$ cat src/core/bms_params.svh
// Purpose: Constants of the boot mode select block
// Assumes: Included by the package and the top module only
// Notes:   Register offsets are word indexes; byte address is index * 4
`ifndef BMS_PARAMS_SVH
`define BMS_PARAMS_SVH

`define BMS_ADDR_W          20
`define BMS_IDX_STATUS      18'h0FE0A
`define BMS_IDX_CONTROL     18'h0FE0B
`define BMS_IDX_INFO        18'h0FE0C
`define BMS_ALT_FLAG_BIT    5
`define BMS_CTL_SWRST_BIT   0
`define BMS_INFO_DONE_BIT   3
`define BMS_INFO_WSER_BIT   4
`define BMS_INFO_WCAN_BIT   5
`define BMS_INFO_SSER_BIT   6
`define BMS_INFO_SCAN_BIT   7
`define BMS_INFO_STRAP_LSB  8
`define BMS_INFO_SEL_LSB    16
`define BMS_STRAP_NORMAL    2'h3
`define BMS_STRAP_STD       2'h2
`define BMS_STRAP_ALT       2'h1
`define BMS_FA_USER_OP0     24'h000000
`define BMS_FA_USER_OP1     24'h001FFC
`define BMS_FA_USER_REF     24'h001FFE
`define BMS_FA_ALT_OP0      24'h090000
`define BMS_FA_ALT_OP1      24'h091FFC
`define BMS_FA_ALT_REF      24'h091FFE
`define BMS_SEL_ALL_ZERO    16'h0000
`define BMS_SEL_ALL_ONE     16'hFFFF
`define BMS_SEL_BOTH        8'h03
`define BMS_SEL_SERIAL      8'h01
`define BMS_SEL_CAN         8'h02
`define BMS_SEL_SERIAL_BIT  0
`define BMS_SEL_CAN_BIT     1
`define BMS_RESP_OKAY       2'h0
`define BMS_RESP_SLVERR     2'h2

`endif

$ cat src/core/bms_pkg.sv
// Purpose: Types of the boot mode select block
// Assumes: Constants come from bms_params.svh
// Notes:   Bus carriers are packed structs
`include "bms_params.svh"

package bms_pkg;

   typedef struct packed {
      logic                   awvalid;
      logic [`BMS_ADDR_W-1:0] awaddr;
      logic                   wvalid;
      logic [31:0]            wdata;
      logic [3:0]             wstrb;
      logic                   bready;
      logic                   arvalid;
      logic [`BMS_ADDR_W-1:0] araddr;
      logic                   rready;
   } bms_axil_req_t;

   typedef struct packed {
      logic        awready;
      logic        wready;
      logic        bvalid;
      logic [1:0]  bresp;
      logic        arready;
      logic        rvalid;
      logic [31:0] rdata;
      logic [1:0]  rresp;
   } bms_axil_rsp_t;

   typedef enum logic [2:0] {
      BMS_PATH_NONE       = 3'h0,
      BMS_PATH_NORMAL     = 3'h1,
      BMS_PATH_STD_LOADER = 3'h2,
      BMS_PATH_USER_VEC   = 3'h3,
      BMS_PATH_ALT_START  = 3'h4,
      BMS_PATH_SELECTIVE  = 3'h5,
      BMS_PATH_TEST_LOOP  = 3'h6,
      BMS_PATH_TEST_MODE  = 3'h7
   } bms_path_t;

   typedef struct packed {
      bms_path_t path;
      logic      done;
      logic      watch_serial;
      logic      watch_can;
   } bms_outcome_t;

   typedef struct packed {
      logic        req;
      logic [23:0] addr;
   } bms_flash_req_t;

   typedef enum logic [1:0] {
      BMS_CHK_USER = 2'h0,
      BMS_CHK_ALT  = 2'h1,
      BMS_CHK_SEL  = 2'h2
   } bms_chk_t;

   typedef enum logic [4:0] {
      BMS_ST_HOLD   = 5'b00001,
      BMS_ST_DECODE = 5'b00010,
      BMS_ST_FETCH  = 5'b00100,
      BMS_ST_EVAL   = 5'b01000,
      BMS_ST_DONE   = 5'b10000
   } bms_state_t;

endpackage

$ cat src/core/bms_boot_mode_select.sv
// Purpose: Boot configuration latch, boot path decode, signature checks
//          and selective boot channel choice, with an AXI4-Lite slave
// Assumes: One clock; pins pass a three-stage filter; flash answers
//          each request with a one-cycle valid pulse
// Notes:
//
// The AXI4-Lite interface to the registers was chosen for this implementation.
`include "bms_params.svh"
`timescale 1ns/1ps
`default_nettype none

module bms_boot_mode_select (
   input  wire logic                    clk,
   input  wire logic                    rstn,
   input  wire bms_pkg::bms_axil_req_t  axil_req,
   output var  bms_pkg::bms_axil_rsp_t  axil_rsp,
   input  wire logic                    reset_input_pin,
   input  wire logic [1:0]              port0_low_strap,
   input  wire logic                    serial0_receive_line,
   input  wire logic                    can_one_receive_line,
   input  wire logic [15:0]             flash_rd_data,
   input  wire logic                    flash_rd_valid,
   output var  bms_pkg::bms_flash_req_t flash_req,
   output var  bms_pkg::bms_outcome_t   outcome,
   output logic                         alternate_boot_flag,
   output logic [1:0]                   start_seen
);
   import bms_pkg::*;

   // Signature arithmetic, used for both signature sets
   function automatic logic sig_ok(input logic [15:0] op0,
                                   input logic [15:0] op1,
                                   input logic [15:0] refw);
      logic [15:0] sum;
      sum = op0 + op1;
      return ({sum[15:8], ~sum[7:0]} == refw);
   endfunction

   // Flash address of each word of each check
   function automatic logic [23:0] fetch_addr(input bms_chk_t ph,
                                              input logic [1:0] idx);
      logic [23:0] a;
      a = `BMS_FA_USER_OP1;
      if (ph == BMS_CHK_USER) begin
         a = (idx == 2'h0) ? `BMS_FA_USER_OP0 :
             (idx == 2'h1) ? `BMS_FA_USER_OP1 : `BMS_FA_USER_REF;
      end else if (ph == BMS_CHK_ALT) begin
         a = (idx == 2'h0) ? `BMS_FA_ALT_OP0 :
             (idx == 2'h1) ? `BMS_FA_ALT_OP1 : `BMS_FA_ALT_REF;
      end
      return a;
   endfunction

   // Word-aligned register index, or all ones when misaligned
   function automatic logic [17:0] reg_idx(input logic [19:0] a);
      return (a[1:0] == 2'h0) ? a[19:2] : 18'h3FFFF;
   endfunction

   // Pin filter: pins = {can rx, serial rx, strap[1:0], reset pin}
   logic [4:0] pin_s1_r;
   logic [4:0] pin_s2_r;
   logic [4:0] pin_s3_r;
   logic [4:0] pin_f_r;
   logic [4:0] pin_f_q_r;
   logic [4:0] pin_f_nxt;

   always_ff @(posedge clk or negedge rstn) begin
      if (!rstn) begin
         pin_s1_r <= 5'h1F;
         pin_s2_r <= 5'h1F;
         pin_s3_r <= 5'h1F;
      end else begin
         pin_s1_r <= {can_one_receive_line, serial0_receive_line,
                      port0_low_strap, reset_input_pin};
         pin_s2_r <= pin_s1_r;
         pin_s3_r <= pin_s2_r;
      end
   end

   // A change counts only once stages two and three agree
   assign pin_f_nxt = (pin_s2_r & pin_s3_r) |
                      (pin_f_r & (pin_s2_r | pin_s3_r));

   always_ff @(posedge clk or negedge rstn) begin
      if (!rstn) begin
         // Start high like the sync stages: no false edge after reset
         pin_f_r   <= 5'h1F;
         pin_f_q_r <= 5'h1F;
      end else begin
         pin_f_r   <= pin_f_nxt;
         pin_f_q_r <= pin_f_r;
      end
   end

   logic pin_rise;
   logic pin_low;
   logic ser_fall;
   logic can_fall;
   assign pin_rise = pin_f_r[0] & ~pin_f_q_r[0];
   assign pin_low  = ~pin_f_r[0];
   assign ser_fall = ~pin_f_r[3] & pin_f_q_r[3];
   assign can_fall = ~pin_f_r[4] & pin_f_q_r[4];

   // AXI4-Lite write side
   logic        aw_hold_r;
   logic [19:0] awaddr_r;
   logic        w_hold_r;
   logic [31:0] wdata_r;
   logic [3:0]  wstrb_r;
   logic        wr_fire;
   logic        sw_reset_r;

   assign wr_fire = aw_hold_r & w_hold_r & ~axil_rsp.bvalid;

   always_ff @(posedge clk or negedge rstn) begin
      if (!rstn) begin
         aw_hold_r <= 1'b0;
         awaddr_r  <= 20'h00000;
         w_hold_r  <= 1'b0;
         wdata_r   <= 32'h00000000;
         wstrb_r   <= 4'h0;
      end else begin
         if (axil_req.awvalid && axil_rsp.awready) begin
            aw_hold_r <= 1'b1;
            awaddr_r  <= axil_req.awaddr;
         end else if (wr_fire) begin
            aw_hold_r <= 1'b0;
         end
         if (axil_req.wvalid && axil_rsp.wready) begin
            w_hold_r <= 1'b1;
            wdata_r  <= axil_req.wdata;
            wstrb_r  <= axil_req.wstrb;
         end else if (wr_fire) begin
            w_hold_r <= 1'b0;
         end
      end
   end

   // Only the control register takes writes; read-only ones ignore them
   logic wr_mapped;
   assign wr_mapped = (reg_idx(awaddr_r) == `BMS_IDX_STATUS) ||
                      (reg_idx(awaddr_r) == `BMS_IDX_CONTROL) ||
                      (reg_idx(awaddr_r) == `BMS_IDX_INFO);

   always_ff @(posedge clk or negedge rstn) begin
      if (!rstn) begin
         axil_rsp.awready <= 1'b0;
         axil_rsp.wready  <= 1'b0;
         axil_rsp.bvalid  <= 1'b0;
         axil_rsp.bresp   <= `BMS_RESP_OKAY;
         sw_reset_r       <= 1'b0;
      end else begin
         axil_rsp.awready <= ~aw_hold_r & ~(axil_req.awvalid &
                             axil_rsp.awready) & ~axil_rsp.bvalid;
         axil_rsp.wready  <= ~w_hold_r & ~(axil_req.wvalid &
                             axil_rsp.wready) & ~axil_rsp.bvalid;
         sw_reset_r       <= wr_fire && wstrb_r[0] &&
                             wdata_r[`BMS_CTL_SWRST_BIT] &&
                             (reg_idx(awaddr_r) == `BMS_IDX_CONTROL);
         if (wr_fire) begin
            axil_rsp.bvalid <= 1'b1;
            axil_rsp.bresp  <= wr_mapped ? `BMS_RESP_OKAY
                                         : `BMS_RESP_SLVERR;
         end else if (axil_req.bready) begin
            axil_rsp.bvalid <= 1'b0;
         end
      end
   end

   // Boot sequencer
   bms_state_t   state_r;
   bms_chk_t     phase_r;
   logic [1:0]   widx_r;
   logic [15:0]  word_r [3];
   logic [1:0]   strap_r;
   logic         flag_r;
   logic [1:0]   seen_r;
   logic [15:0]  sel_word;
   logic         hold_rst;

   assign sel_word = word_r[1];
   assign hold_rst = pin_low | sw_reset_r;

   always_ff @(posedge clk or negedge rstn) begin
      if (!rstn) begin
         state_r   <= BMS_ST_HOLD;
         phase_r   <= BMS_CHK_USER;
         widx_r    <= 2'h0;
         strap_r   <= 2'h0;
         flash_req <= '0;
         outcome   <= '0;
         word_r[0] <= 16'h0000;
         word_r[1] <= 16'h0000;
         word_r[2] <= 16'h0000;
      end else if (pin_low) begin
         // Pin held low acts as hardware reset
         state_r   <= BMS_ST_HOLD;
         flash_req <= '0;
         outcome   <= '0;
      end else if (sw_reset_r) begin
         // Software reset reruns boot from the strap already caught
         state_r   <= BMS_ST_DECODE;
         flash_req <= '0;
         outcome   <= '0;
      end else begin
         case (state_r)
            BMS_ST_HOLD: begin
               if (pin_rise) begin
                  strap_r <= pin_f_r[2:1];
                  state_r <= BMS_ST_DECODE;
               end
            end
            BMS_ST_DECODE: begin
               phase_r <= BMS_CHK_USER;
               widx_r  <= 2'h0;
               case (strap_r)
                  `BMS_STRAP_NORMAL: begin
                     outcome.path <= BMS_PATH_NORMAL;
                     outcome.done <= 1'b1;
                     state_r      <= BMS_ST_DONE;
                  end
                  `BMS_STRAP_STD: begin
                     outcome.path <= BMS_PATH_STD_LOADER;
                     outcome.done <= 1'b1;
                     state_r      <= BMS_ST_DONE;
                  end
                  `BMS_STRAP_ALT: begin
                     // User signature goes first
                     flash_req.req  <= 1'b1;
                     flash_req.addr <= fetch_addr(BMS_CHK_USER, 2'h0);
                     state_r        <= BMS_ST_FETCH;
                  end
                  default: begin
                     outcome.path <= BMS_PATH_TEST_MODE;
                     outcome.done <= 1'b1;
                     state_r      <= BMS_ST_DONE;
                  end
               endcase
            end
            BMS_ST_FETCH: begin
               if (flash_rd_valid) begin
                  word_r[widx_r] <= flash_rd_data;
                  if (phase_r == BMS_CHK_SEL || widx_r == 2'h2) begin
                     flash_req.req <= 1'b0;
                     state_r       <= BMS_ST_EVAL;
                  end else begin
                     widx_r         <= widx_r + 2'h1;
                     flash_req.addr <= fetch_addr(phase_r,
                                                  widx_r + 2'h1);
                  end
               end
            end
            BMS_ST_EVAL: begin
               case (phase_r)
                  BMS_CHK_USER: begin
                     if (sig_ok(word_r[0], word_r[1], word_r[2])) begin
                        outcome.path <= BMS_PATH_USER_VEC;
                        outcome.done <= 1'b1;
                        state_r      <= BMS_ST_DONE;
                     end else begin
                        phase_r        <= BMS_CHK_ALT;
                        widx_r         <= 2'h0;
                        flash_req.req  <= 1'b1;
                        flash_req.addr <= fetch_addr(BMS_CHK_ALT, 2'h0);
                        state_r        <= BMS_ST_FETCH;
                     end
                  end
                  BMS_CHK_ALT: begin
                     if (sig_ok(word_r[0], word_r[1], word_r[2])) begin
                        outcome.path <= BMS_PATH_ALT_START;
                        outcome.done <= 1'b1;
                        state_r      <= BMS_ST_DONE;
                     end else begin
                        // Re-read lands in slot one
                        phase_r        <= BMS_CHK_SEL;
                        widx_r         <= 2'h1;
                        flash_req.req  <= 1'b1;
                        flash_req.addr <= fetch_addr(BMS_CHK_SEL, 2'h1);
                        state_r        <= BMS_ST_FETCH;
                     end
                  end
                  default: begin
                     outcome.done <= 1'b1;
                     state_r      <= BMS_ST_DONE;
                     if (sel_word == `BMS_SEL_ALL_ZERO ||
                         sel_word == `BMS_SEL_ALL_ONE) begin
                        outcome.path <= BMS_PATH_STD_LOADER;
                     end else begin
                        // High byte plays no part
                        case (sel_word[7:0])
                           `BMS_SEL_BOTH, `BMS_SEL_SERIAL,
                           `BMS_SEL_CAN: begin
                              outcome.path <= BMS_PATH_SELECTIVE;
                              outcome.watch_serial <=
                                 sel_word[`BMS_SEL_SERIAL_BIT];
                              outcome.watch_can <=
                                 sel_word[`BMS_SEL_CAN_BIT];
                           end
                           // Nonzero reserved bits land here
                           default: outcome.path <= BMS_PATH_TEST_LOOP;
                        endcase
                     end
                  end
               endcase
            end
            BMS_ST_DONE: begin
               state_r <= BMS_ST_DONE;
            end
            default: begin
               state_r <= BMS_ST_HOLD;
            end
         endcase
      end
   end

   // Alternate flag: set by strap 01 at capture only
   always_ff @(posedge clk or negedge rstn) begin
      if (!rstn) begin
         flag_r <= 1'b0;
      end else if (state_r == BMS_ST_HOLD && pin_rise) begin
         flag_r <= (pin_f_r[2:1] == `BMS_STRAP_ALT);
      end else if (hold_rst) begin
         flag_r <= 1'b0;
      end
   end

   // Start conditions on watched lines; sticky, event beats software reset, pin low beats event
   logic [1:0] seen_set;
   assign seen_set[0] = outcome.watch_serial & ser_fall;
   assign seen_set[1] = outcome.watch_can & can_fall;

   always_ff @(posedge clk or negedge rstn) begin
      if (!rstn) begin
         seen_r <= 2'h0;
      end else begin
         seen_r <= (seen_r & {2{~hold_rst}}) | (seen_set & {2{~pin_low}});
      end
   end

   always_ff @(posedge clk or negedge rstn) begin
      if (!rstn) begin
         alternate_boot_flag <= 1'b0;
         start_seen          <= 2'h0;
      end else begin
         alternate_boot_flag <= flag_r;
         start_seen          <= seen_r;
      end
   end

   // AXI4-Lite read side
   logic [31:0] rd_word;
   logic        rd_hit;
   always_comb begin
      rd_word = 32'h00000000;
      rd_hit  = 1'b1;
      case (reg_idx(axil_req.araddr))
         `BMS_IDX_STATUS: rd_word[`BMS_ALT_FLAG_BIT] = flag_r;
         `BMS_IDX_CONTROL: rd_word = 32'h00000000;
         `BMS_IDX_INFO: begin
            rd_word[2:0] = outcome.path;
            rd_word[`BMS_INFO_DONE_BIT] = outcome.done;
            rd_word[`BMS_INFO_WSER_BIT] = outcome.watch_serial;
            rd_word[`BMS_INFO_WCAN_BIT] = outcome.watch_can;
            rd_word[`BMS_INFO_SSER_BIT] = seen_r[0];
            rd_word[`BMS_INFO_SCAN_BIT] = seen_r[1];
            rd_word[`BMS_INFO_STRAP_LSB+:2] = strap_r;
            rd_word[`BMS_INFO_SEL_LSB+:16] = sel_word;
         end
         default: rd_hit = 1'b0;
      endcase
   end

   always_ff @(posedge clk or negedge rstn) begin
      if (!rstn) begin
         axil_rsp.arready <= 1'b0;
         axil_rsp.rvalid  <= 1'b0;
         axil_rsp.rdata   <= 32'h00000000;
         axil_rsp.rresp   <= `BMS_RESP_OKAY;
      end else begin
         axil_rsp.arready <= ~axil_rsp.rvalid & ~(axil_req.arvalid &
                             axil_rsp.arready);
         if (axil_req.arvalid && axil_rsp.arready) begin
            axil_rsp.rvalid <= 1'b1;
            axil_rsp.rdata  <= rd_word;
            axil_rsp.rresp  <= rd_hit ? `BMS_RESP_OKAY
                                      : `BMS_RESP_SLVERR;
         end else if (axil_req.rready) begin
            axil_rsp.rvalid <= 1'b0;
         end
      end
   end

endmodule // bms_boot_mode_select

`default_nettype wire

$ cat config.mk
export PLATFORM = sky130hd
export DESIGN_NAME = bms_boot_mode_select
export DESIGN_NICKNAME = d
export VERILOG_FILES = /design/src/core/bms_pkg.sv /design/src/core/bms_boot_mode_select.sv
export VERILOG_INCLUDE_DIRS = /design/src /design/src/core
export SDC_FILE = /design/constraint.sdc
export NUM_CORES = 1
export LEC_CHECK = 0
export BUFFER_PORTS_ARGS = -buffer_cell sky130_fd_sc_hd__buf_2
export CAP_MARGIN = 20
export CORE_MARGIN = 5
export CORE_UTILIZATION = 54
export CTS_CLUSTER_SIZE = 12
export DETAILED_ROUTE_END_ITERATION = 6
export PLACE_DENSITY = 0.8
export SYNTH_ARGS = -nofsm -noshare
export SYNTH_HDL_FRONTEND = slang
export SYNTH_SLANG_ARGS = --single-unit
$ cat constraint.sdc
create_clock -name clk -period 3.7 [get_ports clk]
set_input_delay 0.555 -clock clk [delete_from_list [all_inputs] [get_ports clk]]
set_output_delay 0.555 -clock clk [all_outputs]
set_load 0.02 [all_outputs]
==> run metrics <==
Post-Place Cells 925; P_sw 1.23 mW; number of cells upsized or downsized after cts 0; CTS tree yes; VDD IR max 386 uV; die span in y 128 microns; Remaining Overflow, GRT 0; PnR worst setup slack 0.426 ns; unrepaired setup endpoints after global routing no; Root Driver clkbuf_16; WP data arrival 3.62 ns; share of flip-flops with an asynchronous set or reset 100%; CTS H-Tree Depth 4; switch share 28.0%; status finished clean; maximum clock frequency 305 MHz; Leakage 4.41 nW; fin crit share 88.5%; pre-CTS setup slack 0.489 ns; Setup CP Type reg2reg; area leader, netlist dfrtp_1; layout cells sized above 1 35.5%; CTS buffer count 17; Hold Crit Class in2reg; initial DRC count 402; sequential power share 47.3%; setup violators final 0; post-synth top area share 43.7%; largest net degree at the start of global routing 97; nets@finish 889; placed wire-length estimate 13,000 microns; Final Total Pwr 4.40 mW; routed vias 5,586; flops & latches, synth 156; cells after synthesis 644; post-CTS setup buffer count 0; Synth-to-Final Area Change 17.2%; Starting Density 54.7%; gr usage total 21.9%; Antenna Nets Post-Route 0; Max Root-Sink Buffers 2; Setup TNS 0 ns; antenna violations before repair 1; utilization after layout 64.1%; worst-path fanout max 4; Post-Layout Cell Count 957; Slew @ Worst Pin 0.850 ns; Max transition margin 43.2%; Cell variety after synth 72; DRT Pass-1 Iters 4; CTS sink count 156; syn_area_per_cell 11.7 sq um; Req. time, crit path 4.05 ns; internal power 3.17 mW; die area 16,500 sq um; Synth area leaders dfrtp_1 (44%), mux2_2 (11%), dfstp_2 (8.3%), ha_1 (3.1%), a22o_1 (2.9%); first-pass GRT wire length 28,600 microns; # Max-Cap Violations 0; drt wl/cell 18.5 microns; ANT cells 0; post-synthesis sequential area ratio 52.0%; remaining routing DRC violations 0; hold_buf cts 0; clock latency on the worst-skew pair 0.43 ns; IO Count 180; Max Slew Vio Count 0; Synth Cell Area 7570 sq um; Port Buffers 127; final hold violations 0; final wirelength 17,700 microns; EDFF count, synth 0; die width 128 microns; startpoint types register; Clk pin slew, worst setup/hold paths 0.06 ns; Clock Power Share 38.5%; Worst setup EP type register; site row count 43; Worst Skew 0.00865 ns; YS warnings 0; fin crit period 3.27 ns; core area 13,800 sq um; combinational share of power 14.2%; vias in the first global route 5,620; Hold Path Depth 1; Most used DFF post-synth dfrtp_1; Via density 5.84; R2R depth 11; gpl congestion 0.931; pwr/cell area 496 nW/um^2
==> worst max-delay path, cell delays in order, from the launching register on <==
cell,delay (ns)
dfrtp_1,0.35
ha_1,0.17
inv_1,0.06
fa_1,0.40
xnor3_1,0.45
o31ai_1,0.11
a2111oi_0,0.30
and4_1,0.25
o2111a_1,0.29
a41oi_2,0.24
o221ai_2,0.36
mux2i_1,0.23
==> registers in the layout, indices dropped and copies added, names as in the netlist, 4 cells and up <==
name / flops
word_r: 32
state_r: 5
outcome: 6
pin_s3_r: 5
sel_word: 16
awaddr_r: 20
flash_req: 4
pin_f_r: 5
axil_rsp: 33
pin_s1_r: 5
pin_s2_r: 5
==> stage by stage <==
stage / instance area (sq um) / hold slack, ns
5_1_grt: 8870 / 0.205
4_1_cts: 8870 / 0.204
6_report: 8870 / 0.220
3_3_place_gp: 8290 / 0.345
2_1_floorplan: 7630 / 0.259
3_5_place_dp: 8290 / 0.347
==> power groups by stage <==
stage               registers, mW  logic [mW]  clock network [mW]
floorplan                    2.08       0.430                   0
global placement             2.09       0.587                   0
detailed placement           2.11       0.623                   0
CTS                          2.08       0.629                1.72
global route                 2.11       0.693                1.80
finish                       2.08       0.624                1.69
==> synthesized netlist by cell type (3+ instances only) <==
master	number
o2111a_1	5
and3_1	5
inv_1	16
nand2b_1	8
o21a_1	3
dfrtp_1	132
dfstp_2	24
nand4_1	14
nand3b_1	7
mux2_2	72
nor3_1	9
a22o_1	25
o22ai_1	4
nor2_1	28
a211oi_1	3
buf_4	29
xor2_1	8
o31ai_1	4
o21ai_0	21
buf_1	3
a21boi_0	5
maj3_1	5
a21oi_1	33
a21o_1	5
clkbuf_1	21
nor4_1	6
nand2_1	36
ha_1	19
nand3_1	9
nor2b_1	9
nor4b_1	4
and4_1	3
xnor2_1	7
mux2i_1	11
==> final cells by class <==
class	instances	area [sq um]
timing repair buffer	139	744
clock buffer	17	425
sequential	156	3930
fill	1092	4960
multi-input combinational	434	3320
inverter	16	60.1
tap	180	225
clock inverter	15	154
==> path summary, 6_finish.rpt <==
path	from	slack (ns)	end
max	word_r[32]	0.43	flash_req[16]
min	can_one_receive_line	0.22	pin_s1_r[4]
max reg2reg	word_r[32]	0.43	flash_req[16]
min reg2reg	pin_s1_r[1]	0.35	pin_s2_r[1]
max in group asynchronous	rstn	2.62	pin_s3_r[4]
min in group asynchronous	rstn	0.23	word_r[10]
==> logic make-up after synthesis <==
kind of cell | share of synthesized area (%)
flip-flops | 52.0
adder cells (fa/ha/maj) | 4.07
AO/OA/AOI/OAI | 13.6
multiplexers | 12.3
XOR/XNOR | 2.33
AND/OR/NAND/NOR | 10.6
buffers and inverters | 4.99
other | 0.0496
==> placed cells by master, fill, tap and decap left out, types with 9 or more instances in the layout <==
cell type,synthesis,routed
nand2_1,36,36
nor2b_1,9,9
a22o_1,25,25
clkbuf_16,0,17
conb_1,1,18
a21oi_1,33,33
dfstp_2,24,24
nand4_1,14,14
dfrtp_1,132,132
ha_1,19,19
mux2_2,72,72
nand3_1,9,9
nor2_1,28,28
o21ai_0,21,21
buf_2,2,126
nor3_1,9,9
inv_1,16,16
buf_4,29,11
mux2i_1,11,11
==> per-layer routing <==
metal,wire length (microns),up-vias,track usage [%]
met5,20,-,0
met4,272,2,7.43
met2,8440,220,35.1
met3,1480,28,5.60
li1,-,2578,-
met1,7450,2758,29.2
(Power assumes the default switching activity.)
